===== config.mk =====
export PLATFORM = sky130hd
export DESIGN_NAME = iqafe_port
export DESIGN_NICKNAME = d
export VERILOG_FILES = /design/src/rtl/iqafe_pkg.sv /design/src/rtl/iqafe_port.sv
export SDC_FILE = /design/constraint.sdc
export NUM_CORES = 1
export LEC_CHECK = 0
export BUFFER_PORTS_ARGS = -buffer_cell sky130_fd_sc_hd__buf_4
export CELL_PAD_IN_SITES_DETAIL_PLACEMENT = 1
export CELL_PAD_IN_SITES_GLOBAL_PLACEMENT = 1
export CORE_MARGIN = 8
export CORE_UTILIZATION = 50
export CTS_CLUSTER_DIAMETER = 50
export CTS_CLUSTER_SIZE = 24
export DETAILED_ROUTE_END_ITERATION = 8
export PLACE_DENSITY = 0.85
export SLEW_MARGIN = 20
export SYNTH_ARGS = -nofsm -noshare
export SYNTH_HDL_FRONTEND = slang
export SYNTH_SLANG_ARGS = --single-unit

===== constraint.sdc =====
create_clock -name mclk -period 3.7 [get_ports mclk]
set_input_delay 0.185 -clock mclk [delete_from_list [all_inputs] [get_ports mclk]]
set_output_delay 0.185 -clock mclk [all_outputs]
set_load 0.005 [all_outputs]

===== src/rtl/iqafe_pkg.sv =====
package iqafe_pkg;

    // Data widths
    localparam int RX_W = 8;
    localparam int TX_W = 10;
    localparam int MODE_W = 8;
    localparam int SER_BITS = 8;
    localparam int SER_CNT_W = 3;

    // Receive latency in half conversion-clock periods (5 and 5.5 cycles)
    localparam int RX_I_LAT_HALF = 10;
    localparam int RX_Q_LAT_HALF = 11;

    // Synchroniser layout: {tx_in_bus, ser_din, ser_cs_n, ser_clk, conv_clk}
    localparam int SYNC_W = TX_W + 4;
    localparam int SYNC_CONV = 0;
    localparam int SYNC_SCLK = 1;
    localparam int SYNC_CS_N = 2;
    localparam int SYNC_DIN = 3;
    localparam int SYNC_TX = 4;
    localparam logic [SYNC_W-1:0] SYNC_RESET = 14'h3FFF;

    // Mode codes in the low three bits of the mode word
    localparam logic [2:0] MODE_SHUTDOWN = 3'h0;
    localparam logic [2:0] MODE_IDLE = 3'h1;
    localparam logic [2:0] MODE_RX = 3'h2;
    localparam logic [2:0] MODE_TX = 3'h3;
    localparam logic [2:0] MODE_XCVR = 3'h4;
    localparam logic [2:0] MODE_STANDBY = 3'h5;
    localparam logic [2:0] MODE_LAST = 3'h5;

    // Values after reset
    localparam logic [MODE_W-1:0] MODE_WORD_RESET = 8'h00;
    localparam logic [RX_W-1:0] RX_OUT_RESET = 8'h80;
    localparam logic [TX_W-1:0] TX_MIDSCALE = 10'h200;
    localparam logic [SER_CNT_W-1:0] SER_CNT_RESET = 3'h0;
    localparam logic [SER_CNT_W-1:0] SER_CNT_LAST = 3'h7;

    // Serial port states
    typedef enum logic [1:0] {
        SER_IDLE,
        SER_SHIFT,
        SER_HOLD
    } iqafe_ser_e;

    // One simultaneous receive sample
    typedef struct packed {
        logic [RX_W-1:0] i;
        logic [RX_W-1:0] q;
    } iqafe_rx_pair_s;

    // One transmit word pair
    typedef struct packed {
        logic [TX_W-1:0] i;
        logic [TX_W-1:0] q;
    } iqafe_tx_pair_s;

    // Power enables of the analog sections
    typedef struct packed {
        logic ref_en;
        logic clk_en;
        logic adc_en;
        logic dac_en;
    } iqafe_power_s;

    localparam iqafe_power_s POWER_RESET = 4'h0;

    // Two's complement quantizer result to offset binary
    function automatic logic [RX_W-1:0] iqafe_to_offset(input logic [RX_W-1:0] v);
        iqafe_to_offset = {~v[RX_W-1], v[RX_W-2:0]};
    endfunction : iqafe_to_offset

    // Mode code to section enables
    function automatic iqafe_power_s iqafe_decode(input logic [2:0] m);
        iqafe_power_s p;
        p = POWER_RESET;
        case (m)
            MODE_IDLE: begin
                p.ref_en = 1'b1;
                p.clk_en = 1'b1;
            end
            MODE_RX: begin
                p = 4'hE;
            end
            MODE_TX: begin
                p = 4'hD;
            end
            MODE_XCVR: begin
                p = 4'hF;
            end
            MODE_STANDBY: begin
                p.ref_en = 1'b1;
            end
            default: begin
                p = POWER_RESET;
            end
        endcase
        iqafe_decode = p;
    endfunction : iqafe_decode

endpackage : iqafe_pkg


===== src/rtl/iqafe_port.sv =====
// Contract
// - Sample I and Q together on rising edge
// - I word after rise, Q after fall
// - Latency five cycles I, five and half Q
// - Pipeline advances every half clock cycle
// - Receive words coded offset binary
// - Capture I on fall, Q on rise
// - Both DAC outputs update next rising edge
// - Transmit words are offset binary
// - 8-bit mode register, serial load only
// - Serial port works in every mode
// - Low three bits select six modes
// - Chip select low, MSB first, latch eight
// - Tri-state receive bus, resume last word
`timescale 1ns/10ps
`default_nettype none

module iqafe_port (
    input wire logic mclk,
    input wire logic arst_n,
    input wire logic conv_clk,
    input wire logic [iqafe_pkg::RX_W-1:0] rx_i_channel,
    input wire logic [iqafe_pkg::RX_W-1:0] rx_q_channel,
    output logic [iqafe_pkg::RX_W-1:0] rx_out_bus,
    output logic rx_out_oe,
    input wire logic [iqafe_pkg::TX_W-1:0] tx_in_bus,
    output iqafe_pkg::iqafe_tx_pair_s tx_out,
    output logic tx_update,
    input wire logic ser_clk,
    input wire logic ser_cs_n,
    input wire logic ser_din,
    output logic [iqafe_pkg::MODE_W-1:0] mode_word,
    output iqafe_pkg::iqafe_power_s power
);

    ////////////////////////////////////////////////////////////////////////////
    // Pin synchronisers and edge detection

    logic [iqafe_pkg::SYNC_W-1:0] sync1_reg;
    logic [iqafe_pkg::SYNC_W-1:0] sync2_reg;
    logic [1:0] prev_reg;
    logic conv_rise;
    logic conv_fall;
    logic sclk_rise;
    logic cs_n_s;
    logic din_s;
    logic [iqafe_pkg::TX_W-1:0] tx_bus_s;

    // Two flops per pin, third stage only for the two clocks
    always_ff @(posedge mclk or negedge arst_n) begin
        if (!arst_n) begin
            sync1_reg <= iqafe_pkg::SYNC_RESET;
            sync2_reg <= iqafe_pkg::SYNC_RESET;
            prev_reg <= iqafe_pkg::SYNC_RESET[1:0];
        end else begin
            sync1_reg <= {tx_in_bus, ser_din, ser_cs_n, ser_clk, conv_clk};
            sync2_reg <= sync1_reg;
            prev_reg <= sync2_reg[1:0];
        end
    end

    // Rise between the previous and the current synchronised level
    function automatic logic rise_of(input logic cur, input logic prev);
        rise_of = cur & ~prev;
    endfunction : rise_of

    // Fall between the previous and the current synchronised level
    function automatic logic fall_of(input logic cur, input logic prev);
        fall_of = ~cur & prev;
    endfunction : fall_of

    // Edges seen on the synchronised copies only
    always_comb begin
        conv_rise = rise_of(sync2_reg[iqafe_pkg::SYNC_CONV], prev_reg[iqafe_pkg::SYNC_CONV]);
        conv_fall = fall_of(sync2_reg[iqafe_pkg::SYNC_CONV], prev_reg[iqafe_pkg::SYNC_CONV]);
        sclk_rise = rise_of(sync2_reg[iqafe_pkg::SYNC_SCLK], prev_reg[iqafe_pkg::SYNC_SCLK]);
    end

    // Data taps, same skew as the clock edges they travel with
    always_comb begin
        cs_n_s = sync2_reg[iqafe_pkg::SYNC_CS_N];
        din_s = sync2_reg[iqafe_pkg::SYNC_DIN];
        tx_bus_s = sync2_reg[iqafe_pkg::SYNC_TX +: iqafe_pkg::TX_W];
    end

    ////////////////////////////////////////////////////////////////////////////
    // Serial port and mode register

    iqafe_pkg::iqafe_ser_e ser_state_reg;
    iqafe_pkg::iqafe_ser_e ser_state_next;
    logic [iqafe_pkg::MODE_W-1:0] shift_reg;
    logic [iqafe_pkg::MODE_W-1:0] shift_next;
    logic [iqafe_pkg::SER_CNT_W-1:0] cnt_reg;
    logic [iqafe_pkg::SER_CNT_W-1:0] cnt_next;
    logic [iqafe_pkg::MODE_W-1:0] mode_word_reg;
    logic [iqafe_pkg::MODE_W-1:0] mode_word_next;
    iqafe_pkg::iqafe_power_s power_reg;
    iqafe_pkg::iqafe_power_s power_next;
    logic [iqafe_pkg::MODE_W-1:0] word_in;

    // Shift, count eight bits, then latch a defined mode
    always_comb begin
        ser_state_next = ser_state_reg;
        shift_next = shift_reg;
        cnt_next = cnt_reg;
        mode_word_next = mode_word_reg;
        power_next = power_reg;
        word_in = {shift_reg[iqafe_pkg::MODE_W-2:0], din_s};
        // Port stays live whatever the mode
        case (ser_state_reg)
            iqafe_pkg::SER_IDLE: begin
                cnt_next = iqafe_pkg::SER_CNT_RESET;
                if (!cs_n_s) begin
                    ser_state_next = iqafe_pkg::SER_SHIFT;
                end
            end
            iqafe_pkg::SER_SHIFT: begin
                if (cs_n_s) begin
                    ser_state_next = iqafe_pkg::SER_IDLE;
                end else if (sclk_rise) begin
                    shift_next = word_in; // MSB first
                    cnt_next = 3'(cnt_reg + 3'h1);
                    if (cnt_reg == iqafe_pkg::SER_CNT_LAST) begin
                        ser_state_next = iqafe_pkg::SER_HOLD;
                        // Only the low bits decode; bad codes dropped
                        if (word_in[2:0] <= iqafe_pkg::MODE_LAST) begin
                            mode_word_next = word_in;
                            power_next = iqafe_pkg::iqafe_decode(word_in[2:0]);
                        end
                    end
                end
            end
            iqafe_pkg::SER_HOLD: begin
                // Extra clocks ignored until chip select rises
                if (cs_n_s) begin
                    ser_state_next = iqafe_pkg::SER_IDLE;
                end
            end
            default: begin
                ser_state_next = iqafe_pkg::SER_IDLE;
            end
        endcase
    end

    // Serial and mode registers
    always_ff @(posedge mclk or negedge arst_n) begin
        if (!arst_n) begin
            ser_state_reg <= iqafe_pkg::SER_IDLE;
            shift_reg <= iqafe_pkg::MODE_WORD_RESET;
            cnt_reg <= iqafe_pkg::SER_CNT_RESET;
            mode_word_reg <= iqafe_pkg::MODE_WORD_RESET;
            power_reg <= iqafe_pkg::POWER_RESET;
        end else begin
            ser_state_reg <= ser_state_next;
            shift_reg <= shift_next;
            cnt_reg <= cnt_next;
            mode_word_reg <= mode_word_next;
            power_reg <= power_next;
        end
    end

    ////////////////////////////////////////////////////////////////////////////
    // Receive pipeline and multiplexed output

    iqafe_pkg::iqafe_rx_pair_s pipe_reg [iqafe_pkg::RX_Q_LAT_HALF];
    iqafe_pkg::iqafe_rx_pair_s pipe_next [iqafe_pkg::RX_Q_LAT_HALF];
    logic [iqafe_pkg::RX_W-1:0] rx_out_reg;
    logic [iqafe_pkg::RX_W-1:0] rx_out_next;
    logic rx_oe_reg;
    logic rx_oe_next;

    // Half-cycle delay line; output latch closes the latency
    always_comb begin
        pipe_next = pipe_reg;
        rx_out_next = rx_out_reg;
        rx_oe_next = power_reg.adc_en;
        if (power_reg.adc_en && (conv_rise || conv_fall)) begin
            for (int k = 1; k < iqafe_pkg::RX_Q_LAT_HALF; k++) begin
                pipe_next[k] = pipe_reg[k-1];
            end
            if (conv_rise) begin
                pipe_next[0] = {rx_i_channel, rx_q_channel};
                // I word after rise, 10 half cycles old
                rx_out_next = iqafe_pkg::iqafe_to_offset(
                    pipe_reg[iqafe_pkg::RX_I_LAT_HALF-1].i);
            end else begin
                // Q word after fall, 11 half cycles old
                rx_out_next = iqafe_pkg::iqafe_to_offset(
                    pipe_reg[iqafe_pkg::RX_Q_LAT_HALF-1].q);
            end
        end
    end

    // Latch keeps the last word while the bus floats
    always_ff @(posedge mclk or negedge arst_n) begin
        if (!arst_n) begin
            for (int k = 0; k < iqafe_pkg::RX_Q_LAT_HALF; k++) begin
                pipe_reg[k] <= '0;
            end
            rx_out_reg <= iqafe_pkg::RX_OUT_RESET;
            rx_oe_reg <= 1'b0;
        end else begin
            pipe_reg <= pipe_next;
            rx_out_reg <= rx_out_next;
            rx_oe_reg <= rx_oe_next;
        end
    end

    ////////////////////////////////////////////////////////////////////////////
    // Transmit capture and paired update

    // I word waiting for its Q partner
    logic [iqafe_pkg::TX_W-1:0] tx_i_hold_reg;
    logic [iqafe_pkg::TX_W-1:0] tx_i_hold_next;
    logic tx_i_valid_reg;
    logic tx_i_valid_next;

    // Captured pair waiting for the next rise
    iqafe_pkg::iqafe_tx_pair_s tx_pair_reg;
    iqafe_pkg::iqafe_tx_pair_s tx_pair_next;
    logic tx_pair_valid_reg;
    logic tx_pair_valid_next;

    // Pair on the converters and its pulse
    iqafe_pkg::iqafe_tx_pair_s tx_out_reg;
    iqafe_pkg::iqafe_tx_pair_s tx_out_next;
    logic tx_upd_reg;
    logic tx_upd_next;

    // Words pass unchanged as offset binary
    always_comb begin
        tx_i_hold_next = tx_i_hold_reg;
        tx_i_valid_next = tx_i_valid_reg;
        tx_pair_next = tx_pair_reg;
        tx_pair_valid_next = tx_pair_valid_reg;
        tx_out_next = tx_out_reg;
        tx_upd_next = 1'b0;
        if (!power_reg.dac_en) begin
            // Stored words lost while the DACs are off
            tx_i_valid_next = 1'b0;
            tx_pair_valid_next = 1'b0;
            if (!power_reg.ref_en) begin
                tx_out_next = {iqafe_pkg::TX_MIDSCALE, iqafe_pkg::TX_MIDSCALE};
            end
        end else if (conv_fall) begin
            tx_i_hold_next = tx_bus_s; // I on falling edge
            tx_i_valid_next = 1'b1;
        end else if (conv_rise) begin
            if (tx_pair_valid_reg) begin
                tx_out_next = tx_pair_reg; // Both outputs together
                tx_upd_next = 1'b1;
            end
            tx_pair_next = {tx_i_hold_reg, tx_bus_s}; // Q on rising edge
            tx_pair_valid_next = tx_i_valid_reg;
            tx_i_valid_next = 1'b0;
        end
    end

    // Transmit registers
    always_ff @(posedge mclk or negedge arst_n) begin
        if (!arst_n) begin
            tx_i_hold_reg <= iqafe_pkg::TX_MIDSCALE;
            tx_i_valid_reg <= 1'b0;
            tx_pair_reg <= {iqafe_pkg::TX_MIDSCALE, iqafe_pkg::TX_MIDSCALE};
            tx_pair_valid_reg <= 1'b0;
            tx_out_reg <= {iqafe_pkg::TX_MIDSCALE, iqafe_pkg::TX_MIDSCALE};
            tx_upd_reg <= 1'b0;
        end else begin
            tx_i_hold_reg <= tx_i_hold_next;
            tx_i_valid_reg <= tx_i_valid_next;
            tx_pair_reg <= tx_pair_next;
            tx_pair_valid_reg <= tx_pair_valid_next;
            tx_out_reg <= tx_out_next;
            tx_upd_reg <= tx_upd_next;
        end
    end

    ////////////////////////////////////////////////////////////////////////////
    // Outputs, all from flops

    // Receive bus and its drive enable
    assign rx_out_bus = rx_out_reg;
    assign rx_out_oe = rx_oe_reg;

    // Converter codes and their update pulse
    assign tx_out = tx_out_reg;
    assign tx_update = tx_upd_reg;

    // Accepted mode word and section enables
    assign mode_word = mode_word_reg;
    assign power = power_reg;

endmodule : iqafe_port

`default_nettype wire


# Yosys cells after proc, flatten, opt, wreduce, memory -nomap -nowiden
# Cells that the tools add are included.
# classes
n_addsub	1
multipliers	0
n_div	0
n_lt_le_gt_ge	1
n_eq_ne	19
n_shift	0
n_mux	28
bitwise_logic	10
n_reduce_logical	15
# op_table
op	count
2-to-1 mux 20 bit	5
inequality test 2 bit, second input constant	7
2-to-1 mux 1 bit	12
one-hot mux 2 bit (3 select lines)	2
2-to-1 mux 2 bit	5
equality test 3 bit, second input constant	3
inequality test 3 bit, second input constant	3
AND reduction 3 bit	3
2-to-1 mux 8 bit	1
AND reduction 4 bit	2
inverter 1 bit	7
equality test 3 x 2 -> 1 bit, second input constant	2
2-to-1 mux 3 bit	2
one-hot mux 3 bit (2 select lines)	1
AND reduction 2 bit	3
AND reduction 5 bit	1
OR reduction 5 bit	1
OR reduction 4 bit	1
adder 3 x 1 -> 3 bit, second input constant	1
bitwise AND 1 bit	3
equality test 3 x 1 -> 1 bit, second input constant	1
less-or-equal comparator 3 bit, second input constant	1
equality test 2 x 1 -> 1 bit, second input constant	1
equality test 2 bit, second input constant	1
5 further kinds	5
# word_totals
reg_bits	284
latch_bits	0
mem_bits_rw	0
rom_bits	0
input_bits	32
out_inout_bits	42
wordCells	116
memories	0

# Logic depth before layout (Yosys ltp)
# Gate-level depths: netlist of run 1.
# depth
word_depth	5
mapped_depth	8
ltp_nobuf	5

# Least setup slack after synthesis of run 1
# OpenSTA, ideal clock, no wires.
# synth_timing
path_type	register to register
start	register sync2_reg[0] (netlist bit)
end	register pipe_reg[122] (netlist bit)
setup_ns	0.125
arrival_time_ns	1.931
t_required_ns	3.575
slack_ns	1.644
path_stages_with_launch	8
path_buffers	3
period_less_slack_ns	2.056
cell_sequence	dfstp_2 > inv_1 > ha_1 > nand2b_1 > clkbuf_1 > buf_2 > clkbuf_1 > mux2_2
# synth_via
elab_chain_len	4
elab_cells_between_ends	5
classes_between	bitwise: 3; reduce/logical: 2
# synth_lines
element	line_no	source
start, declared	iqafe_port.sv:40	logic [iqafe_pkg::SYNC_W-1:0] sync2_reg;
start signal, assigned	iqafe_port.sv:53	sync2_reg <= iqafe_pkg::SYNC_RESET;
start signal, assigned	iqafe_port.sv:57	sync2_reg <= sync1_reg;
inverter 1 bit	iqafe_port.sv:69	fall_of = ~cur & prev;
bitwise AND 1 bit	iqafe_port.sv:69	
logical OR 1 bit (*)	iqafe_port.sv:177	if (power_reg.adc_en && (conv_rise || conv_fall)) begin
logical AND 1 bit (*)	iqafe_port.sv:177	
end signal, assigned	iqafe_port.sv:203	pipe_reg <= pipe_next;
end, declared	iqafe_port.sv:165	iqafe_pkg::iqafe_rx_pair_s pipe_reg [iqafe_pkg::RX_Q_LAT_HALF];
# Every way passes the cells marked *; elsewhere a longest branch is shown, timed or not.
# A chain may end at the register's enable or synchronous reset.

# Final worst setup path of run 1
# layout_timing
start	register sync2_reg[0] (netlist bit)
end	register pipe_reg[169] (netlist bit)
# layout_via
elab_chain_len	5
elab_cells_between_ends	6
classes_between	bitwise: 3; reduce/logical: 3
# layout_lines
element	line_no
inverter 1 bit	iqafe_port.sv:69
bitwise AND 1 bit	iqafe_port.sv:69
logical OR 1 bit	iqafe_port.sv:177
logical AND 1 bit	iqafe_port.sv:177
AND reduction 2 bit (no source line) (*)	-
# Marks and branches as above.

==> results.py, run 1 <==
metrics = {
    "synth": {
        "avgSynthCellArea_um2": 15.9,
        "synth_common_cells": "dfrtp_1 (248), mux2_2 (210), nand2_1 (50), dfstp_2 (36), o21ai_0 (28)",
        "netlist.area_leader.share": 0.589,
        "synthFlopType": "dfrtp_1",
        "ys_seq_area_frac": 0.679,
        "netlist_area_um2": 10500,
        "ys_ff_latch": 284,
        "synth.area.top_cells": "dfrtp_1 (59%), mux2_2 (22%), dfstp_2 (9.0%), nand2_1 (1.8%), o21ai_0 (1.3%)",
        "syn-num-nets": 702,
        "synth_cell_types": 30,
        "post-synth-top-count-cell": "dfrtp_1",
        "yosysWarnings": 0,
        "synth_edf_count": 0,
        "synthCells": 664,
        "synthArstFlopShare": 1.00,
        "yosys.area.top_type": "dfrtp_1",
    },
    "power_and_ir_drop": {
        "vdd_ir_drop_max_mv": 0.339,
        "internal-power_mw": 4.87,
        "p_sw_frac": 0.237,
        "power_density_nw_per_um2": 503,
        "power_frac_clock": 0.466,
        "switchingPower_mw": 1.52,
        "p_leak_nw": 6.39,
        "seqPwrFrac": 0.503,
        "combinationalPowerShare": 0.031,
    },
    "place": {
        "hpwlAfterDp_um": 12500,
        "postPlaceCellArea_um2": 11400,
        "gp_congestion": 0.674,
        "io_buffer_count": 73,
    },
    "clock_tree": {
        "post_cts_resized": 0,
        "root_buffer": "clkbuf_16",
        "htree_levels": 1,
        "insertion_delay_ns": 0.54,
        "cts.sinks": 284,
        "cts_tree": "built",
        "clockBufferDepth": 3,
        "clk_pin_slew_worst_paths_ns": 0.08,
        "numCtsBuffers": 28,
    },
    "die": {
        "row_count": 53,
        "dieArea_um2": 26000,
        "io_pins": 74,
        "die_y_um": 161,
        "core_um2": 20800,
        "initial_core_util": 0.506,
        "die_w_um": 161,
    },
    "timing": {
        "fin_crit_ns": 2.44,
        "hold_viol": 0,
        "slew_violations": 0,
        "skew_ns": 0.0174,
        "relSlewSlack": 0.386,
        "max_freq_mhz": 410,
        "final.period_utilization": 0.659,
        "tightest_slew_ns": 0.919,
        "setup_violations": 0,
        "tns_ns": 0,
        "rsz0062_at_grt": "false",
    },
    "detailed_routing": {
        "vias": 5595,
        "via_per_inst": 5.23,
        "drt-initial-drc-count": 242,
        "first_pass_iters": 4,
        "route.detailed.drc": 0,
        "postRouteAntennaNets": 0,
        "routed_wl_um": 21600,
        "routedWlPerCell_um": 20.2,
    },
    "worst_setup_path": {
        "cp-end-kind": "register",
        "start_kind": "register",
        "critPathMaxFanout": 16,
        "critPathArrivalTime_ns": 2.85,
        "path_class": "register to register",
        "worstPathRequired_ns": 4.11,
    },
    "final_layout": {
        "diodes": 0,
        "largest_reg_flops": 168,
        "fin_nets": 811,
        "drive_gt1_frac": 0.494,
        "syn_to_final_growth_pct": 20.5,
        "stdcell_area_um2": 12700,
    },
    "grt": {
        "grt_max_degree": 149,
        "grt_pass1_vias": 6416,
        "antenna_found_initial": 0,
        "grt_usage": 0.168,
        "overflow": 0,
        "grt_pass1_wl_um": 35400,
    },
    "flow_run": {
        "maxCapViolations": 0,
    },
    "run_status": {
        "status": "finished clean",
    },
    "hold_path": {
        "hp-class": "input pin to async pin",
    },
}
[logic make-up (layout without fill, tap and decap cells)]
family                   after synthesis  after routing  synth area share
multiplexers                         228            228             0.246
adder cells (fa/ha/maj)                6              6           0.00713
flip-flops                           284            284             0.679
AND/OR/NAND/NOR                       71             71            0.0311
AO/OA/AOI/OAI                         36             36            0.0191
buffers and inverters                 37            167            0.0162
XOR/XNOR                               2              2           0.00166
[routing by layer]
metal | global-route usage | vias to the layer above | routed length, µm
li1 | - | 2538 | -
met1 | 0.198 | 2927 | 8690
met2 | 0.310 | 97 | 11700
met3 | 0.0300 | 33 | 720
met4 | 0.0434 | 0 | 456
met5 | 0 | - | 0
[cell usage in the layout (no fill, tap or decap), types with 2 or more instances in the layout]
master	netlist	final
ha_1	6	6
buf_12	0	2
a21oi_1	2	2
inv_8	0	5
xnor2_1	2	2
inv_1	4	4
clkinvlp_4	0	2
buf_4	1	77
nand2_1	50	50
dlygate4sd3_1	0	31
nor2_1	7	7
clkinv_8	0	4
o21ai_0	28	28
mux2_4	8	8
inv_6	0	7
nor2b_1	4	4
dfrtp_1	248	248
a22o_1	5	5
dfstp_2	36	36
mux2i_1	10	10
mux2_2	210	210
clkbuf_16	0	29
[critical path, stage by stage, from the launching register on]
cell and delay [ns]:
dfstp_2 0.57, ha_1 0.56, nand2_1 0.69, mux2_2 0.49
[cell type report]
| class | count | area, µm² |
|---|---|---|
| Clock inverter | 21 | 249 |
| Timing Repair Buffer | 112 | 971 |
| Sequential cell | 284 | 7150 |
| Multi-Input combinational cell | 343 | 3220 |
| Clock buffer | 30 | 739 |
| Inverter | 4 | 15.0 |
| Fill cell | 1893 | 8140 |
| Tap cell | 275 | 344 |
[path summary, 6_finish.rpt]
check,slack (ns),start,to,cells after the start
worst max-delay path,1.26,sync2_reg[0]$_DFF_PN1_,pipe_reg[169]$_DFFE_PN0P_,3
worst min-delay path,0.19,arst_n,mode_word[0]$_DFFE_PN0P_,2
worst max register to register,1.26,sync2_reg[0]$_DFF_PN1_,pipe_reg[169]$_DFFE_PN0P_,3
worst min register to register,0.35,sync1_reg[6]$_DFF_PN1_,sync2_reg[6]$_DFF_PN1_,0
max in group asynchronous,2.21,arst_n,pipe_reg[138]$_DFFE_PN0P_,4
min in group mclk,0.30,ser_cs_n,sync1_reg[2]$_DFF_PN1_,2
[repair_timing]
action / 4_1_cts / 5_1_grt
setup buffers: 0 / 0
hold endpoints to repair: 139 / 0
hold buffers: 31 / 0
[metrics by stage]
stage	utilization	power, mW	hold slack [ns]	setup WS (ns)	cells
after detailed placement	0.545	3.43	0.294	1.28	986
after global placement	0.545	3.42	0.293	1.38	986
after global routing	0.609	6.59	0.260	1.14	1069
final	0.609	6.38	0.188	1.26	1069
after floorplan	-	3.32	-0.111	1.64	664
after CTS	0.608	6.45	0.271	1.17	1068
[power groups by stage]
stage | clock, mW | combinational (mW) | sequential, mW
floorplan | 0 | 0.0716 | 3.24
global placement | 0 | 0.157 | 3.26
finish | 2.98 | 0.198 | 3.21
detailed placement | 0 | 0.168 | 3.27
global route | 3.15 | 0.221 | 3.21
CTS | 3.04 | 0.199 | 3.21
Power figures use the tool's default switching activity.
==> inputs of run 2 (changes only) <==
ABC_AREA = 1   (was not set)
CORE_UTILIZATION = 42   (was 50)
PLACE_DENSITY = 0.82   (was 0.85)
clock period = 2.2 ns   (was 3.7 ns; I/O delays follow)
==> results.py, run 2 <==
metrics = {
    "run_status": {
        "status": "finished clean",
    },
    "grt": {
        "overflow": 0,
        "grt_max_degree": 132,
        "antenna_found_initial": 0,
        "grt_pass1_vias": 8318,
        "grt_usage": 0.168,
        "grt_pass1_wl_um": 42900,
    },
    "synth": {
        "synth.area.mux_share": 0.0169,
        "synth_xor_area_frac": 0,
        "avgSynthCellArea_um2": 9.84,
        "yosysWarnings": 0,
        "syn-num-nets": 1124,
        "netlist_area_um2": 10700,
        "post-synth-top-count-cell": "nand2_1",
        "synth_edf_count": 0,
        "netlist.area_leader.share": 0.580,
        "synth.area.top_cells": "dfrtp_1 (58%), nand2_1 (16%), dfstp_2 (8.8%), o21ai_0 (4.3%), nand3_1 (2.9%)",
        "yosys.area.top_type": "dfrtp_1",
        "synthArstFlopShare": 1.00,
        "synth_cell_types": 23,
        "synth_top_family_by_area": "simple AND/OR/NAND/NOR gates",
        "synth_common_cells": "nand2_1 (452), dfrtp_1 (248), o21ai_0 (91), inv_1 (72), nand3_1 (61)",
        "synthFlopType": "dfrtp_1",
        "synthCells": 1086,
        "yosys.area_share.simple": 0.197,
        "synth_fa_ha_area_frac": 0.00702,
        "synth_compound_area_frac": 0.0535,
        "ys_ff_latch": 284,
        "ys_seq_area_frac": 0.669,
    },
    "timing": {
        "tightest_slew_ns": 0.648,
        "rsz0062_at_grt": "false",
        "max_freq_mhz": 492,
        "tns_ns": 0,
        "setup_violations": 0,
        "final.period_utilization": 0.923,
        "relSlewSlack": 0.567,
        "slew_violations": 0,
        "fin_crit_ns": 2.03,
        "skew_ns": 0.0178,
        "hold_viol": 0,
    },
    "power_and_ir_drop": {
        "combinationalPowerShare": 0.031,
        "vdd_ir_drop_max_mv": 0.681,
        "switchingPower_mw": 2.65,
        "seqPwrFrac": 0.502,
        "power_density_nw_per_um2": 831,
        "p_sw_frac": 0.249,
        "p_leak_nw": 6.54,
        "fin_total_pwr_mw": 10.7,
        "power_frac_clock": 0.467,
        "internal-power_mw": 8.01,
    },
    "worst_setup_path": {
        "cp.buffers_inverters": 3,
        "max_stage_delay_ns": 0.56,
        "path_cells": "inv_1, ha_1, nor2_4, inv_4, buf_12, nand2_1, o21ai_0",
        "critPathArrivalTime_ns": 2.43,
        "path_class": "register to register",
        "cp-end-kind": "register",
        "cp_top_family": "flip-flops",
        "critPathMaxFanout": 131,
        "worstPathRequired_ns": 2.60,
        "worst_path_max_delay_cell": "dfstp_2",
        "start_kind": "register",
    },
    "clock_tree": {
        "htree_levels": 1,
        "cts_tree": "built",
        "clockBufferDepth": 3,
        "post_cts_resized": 0,
        "root_buffer": "clkbuf_16",
        "insertion_delay_ns": 0.56,
        "numCtsBuffers": 29,
        "post_cts_buffers": 0,
        "clk_pin_slew_worst_paths_ns": 0.07,
        "cts.sinks": 284,
        "hold_buffers": 31,
    },
    "final_layout": {
        "drive_gt1_frac": 0.165,
        "syn_to_final_growth_pct": 20.0,
        "layout_commonest_cell": "nand2_1",
        "largest_reg_flops": 168,
        "fin_nets": 1218,
        "diodes": 0,
        "fin_cells": 1533,
        "final_cell_mix": "nand2_1 (452), dfrtp_1 (248), o21ai_0 (91), buf_4 (81), inv_1 (72)",
    },
    "detailed_routing": {
        "via_per_inst": 4.89,
        "postRouteAntennaNets": 0,
        "routed_wl_um": 25100,
        "dr_wl_met2_um": 13100,
        "wl_met1_um": 10400,
        "routedWlPerCell_um": 16.3,
        "drt-initial-drc-count": 608,
        "top_layer_used": "met4",
        "wl_met3_um": 978,
        "route.detailed.drc": 0,
        "vias": 7493,
        "first_pass_iters": 4,
    },
    "die": {
        "die_w_um": 176,
        "dieArea_um2": 30800,
        "io_pins": 74,
        "row_count": 58,
        "core_um2": 25100,
        "die_y_um": 176,
        "initial_core_util": 0.426,
    },
    "place": {
        "io_buffer_count": 73,
        "place_inst": 1448,
        "gp_congestion": 0.750,
        "hpwlAfterDp_um": 13700,
    },
    "hold_path": {
        "hp-class": "input pin to async pin",
    },
    "flow_run": {
        "maxCapViolations": 0,
    },
}
==> run 2: cell types whose count changed after synthesis, moves of 8 or more <==
cell     change
mux2i_1     -10
mux2_2     -194
nand2_1    +402
inv_1       +68
o21ai_0     +63
mux2_4       -8
o21ai_1     +11
nor2_1      +12
nand3_1     +61
buf_2       +12
buf_4       +15
==> run 2: cell families after synthesis <==
logic type,count (synthesis)
flops,284
mux,16
fa+ha+maj,6
compound gates,113
buf+inv,131
simple gates,536
==> run 2: area by class of cell <==
| type | count | area [µm²] |
|---|---|---|
| flip-flops and latches | 284 | 7150 |
| fillers | 2836 | 12300 |
| well taps | 330 | 413 |
| clock inverters | 24 | 255 |
| inverters | 74 | 280 |
| repair buffers | 120 | 1070 |
| clock buffers | 30 | 729 |
| multi-input cells | 671 | 2930 |
==> run 2: power by group through the flow <==
stage / combinational (mW) / sequential [mW] / clock, mW
floorplan: 0.0887 / 5.44 / 0
global placement: 0.265 / 5.45 / 0
detailed placement: 0.281 / 5.45 / 0
CTS: 0.336 / 5.36 / 5.05
global route: 0.376 / 5.37 / 5.28
finish: 0.330 / 5.36 / 4.98
==> run 2: final timing paths <==
| check | end | from | slack, ns | cells past startpoint |
|---|---|---|---|---|
| setup / recovery | pipe_reg[136]$_DFFE_PN0P_ | sync2_reg[0]$_DFF_PN1_ | 0.17 | 7 |
| hold / removal | ser_state_reg[1]$_DFFE_PN0P_ | arst_n | 0.06 | 2 |
| min in group mclk | sync1_reg[11]$_DFF_PN1_ | tx_in_bus[7] | 0.22 | 2 |
| setup reg to reg | pipe_reg[136]$_DFFE_PN0P_ | sync2_reg[0]$_DFF_PN1_ | 0.17 | 7 |
| hold reg to reg | sync2_reg[7]$_DFF_PN1_ | sync1_reg[7]$_DFF_PN1_ | 0.35 | 0 |
| max in group asynchronous | sync2_reg[6]$_DFF_PN1_ | arst_n | 1.36 | 3 |
==> run 2: metal layers <==
| layer | up-vias | global-route usage |
|---|---|---|
| met3 | 48 | 0.0281 |
| met2 | 134 | 0.305 |
| met5 | - | 0 |
| li1 | 3575 | - |
| met4 | 0 | 0.0452 |
| met1 | 3736 | 0.203 |
==> run 2: metrics by stage <==
step,hold WS (ns),setup WS (ns),instance area (µm²),utilization
after detailed placement,0.0557,0.273,11500,0.460
after CTS,0.0570,0.192,12800,0.511
after global routing,0.0854,0.0721,12800,0.511
after floorplan,-0.186,0.599,10700,-
after global placement,0.0515,0.352,11500,0.460
final,0.0583,0.169,12800,0.511
==> run 2: worst reg2reg max path, cell delays in order, from the launching register on <==
cell	delay (ns)
dfstp_2	0.56
inv_1	0.06
ha_1	0.34
nor2_4	0.31
inv_4	0.07
buf_12	0.24
nand2_1	0.21
o21ai_0	0.10
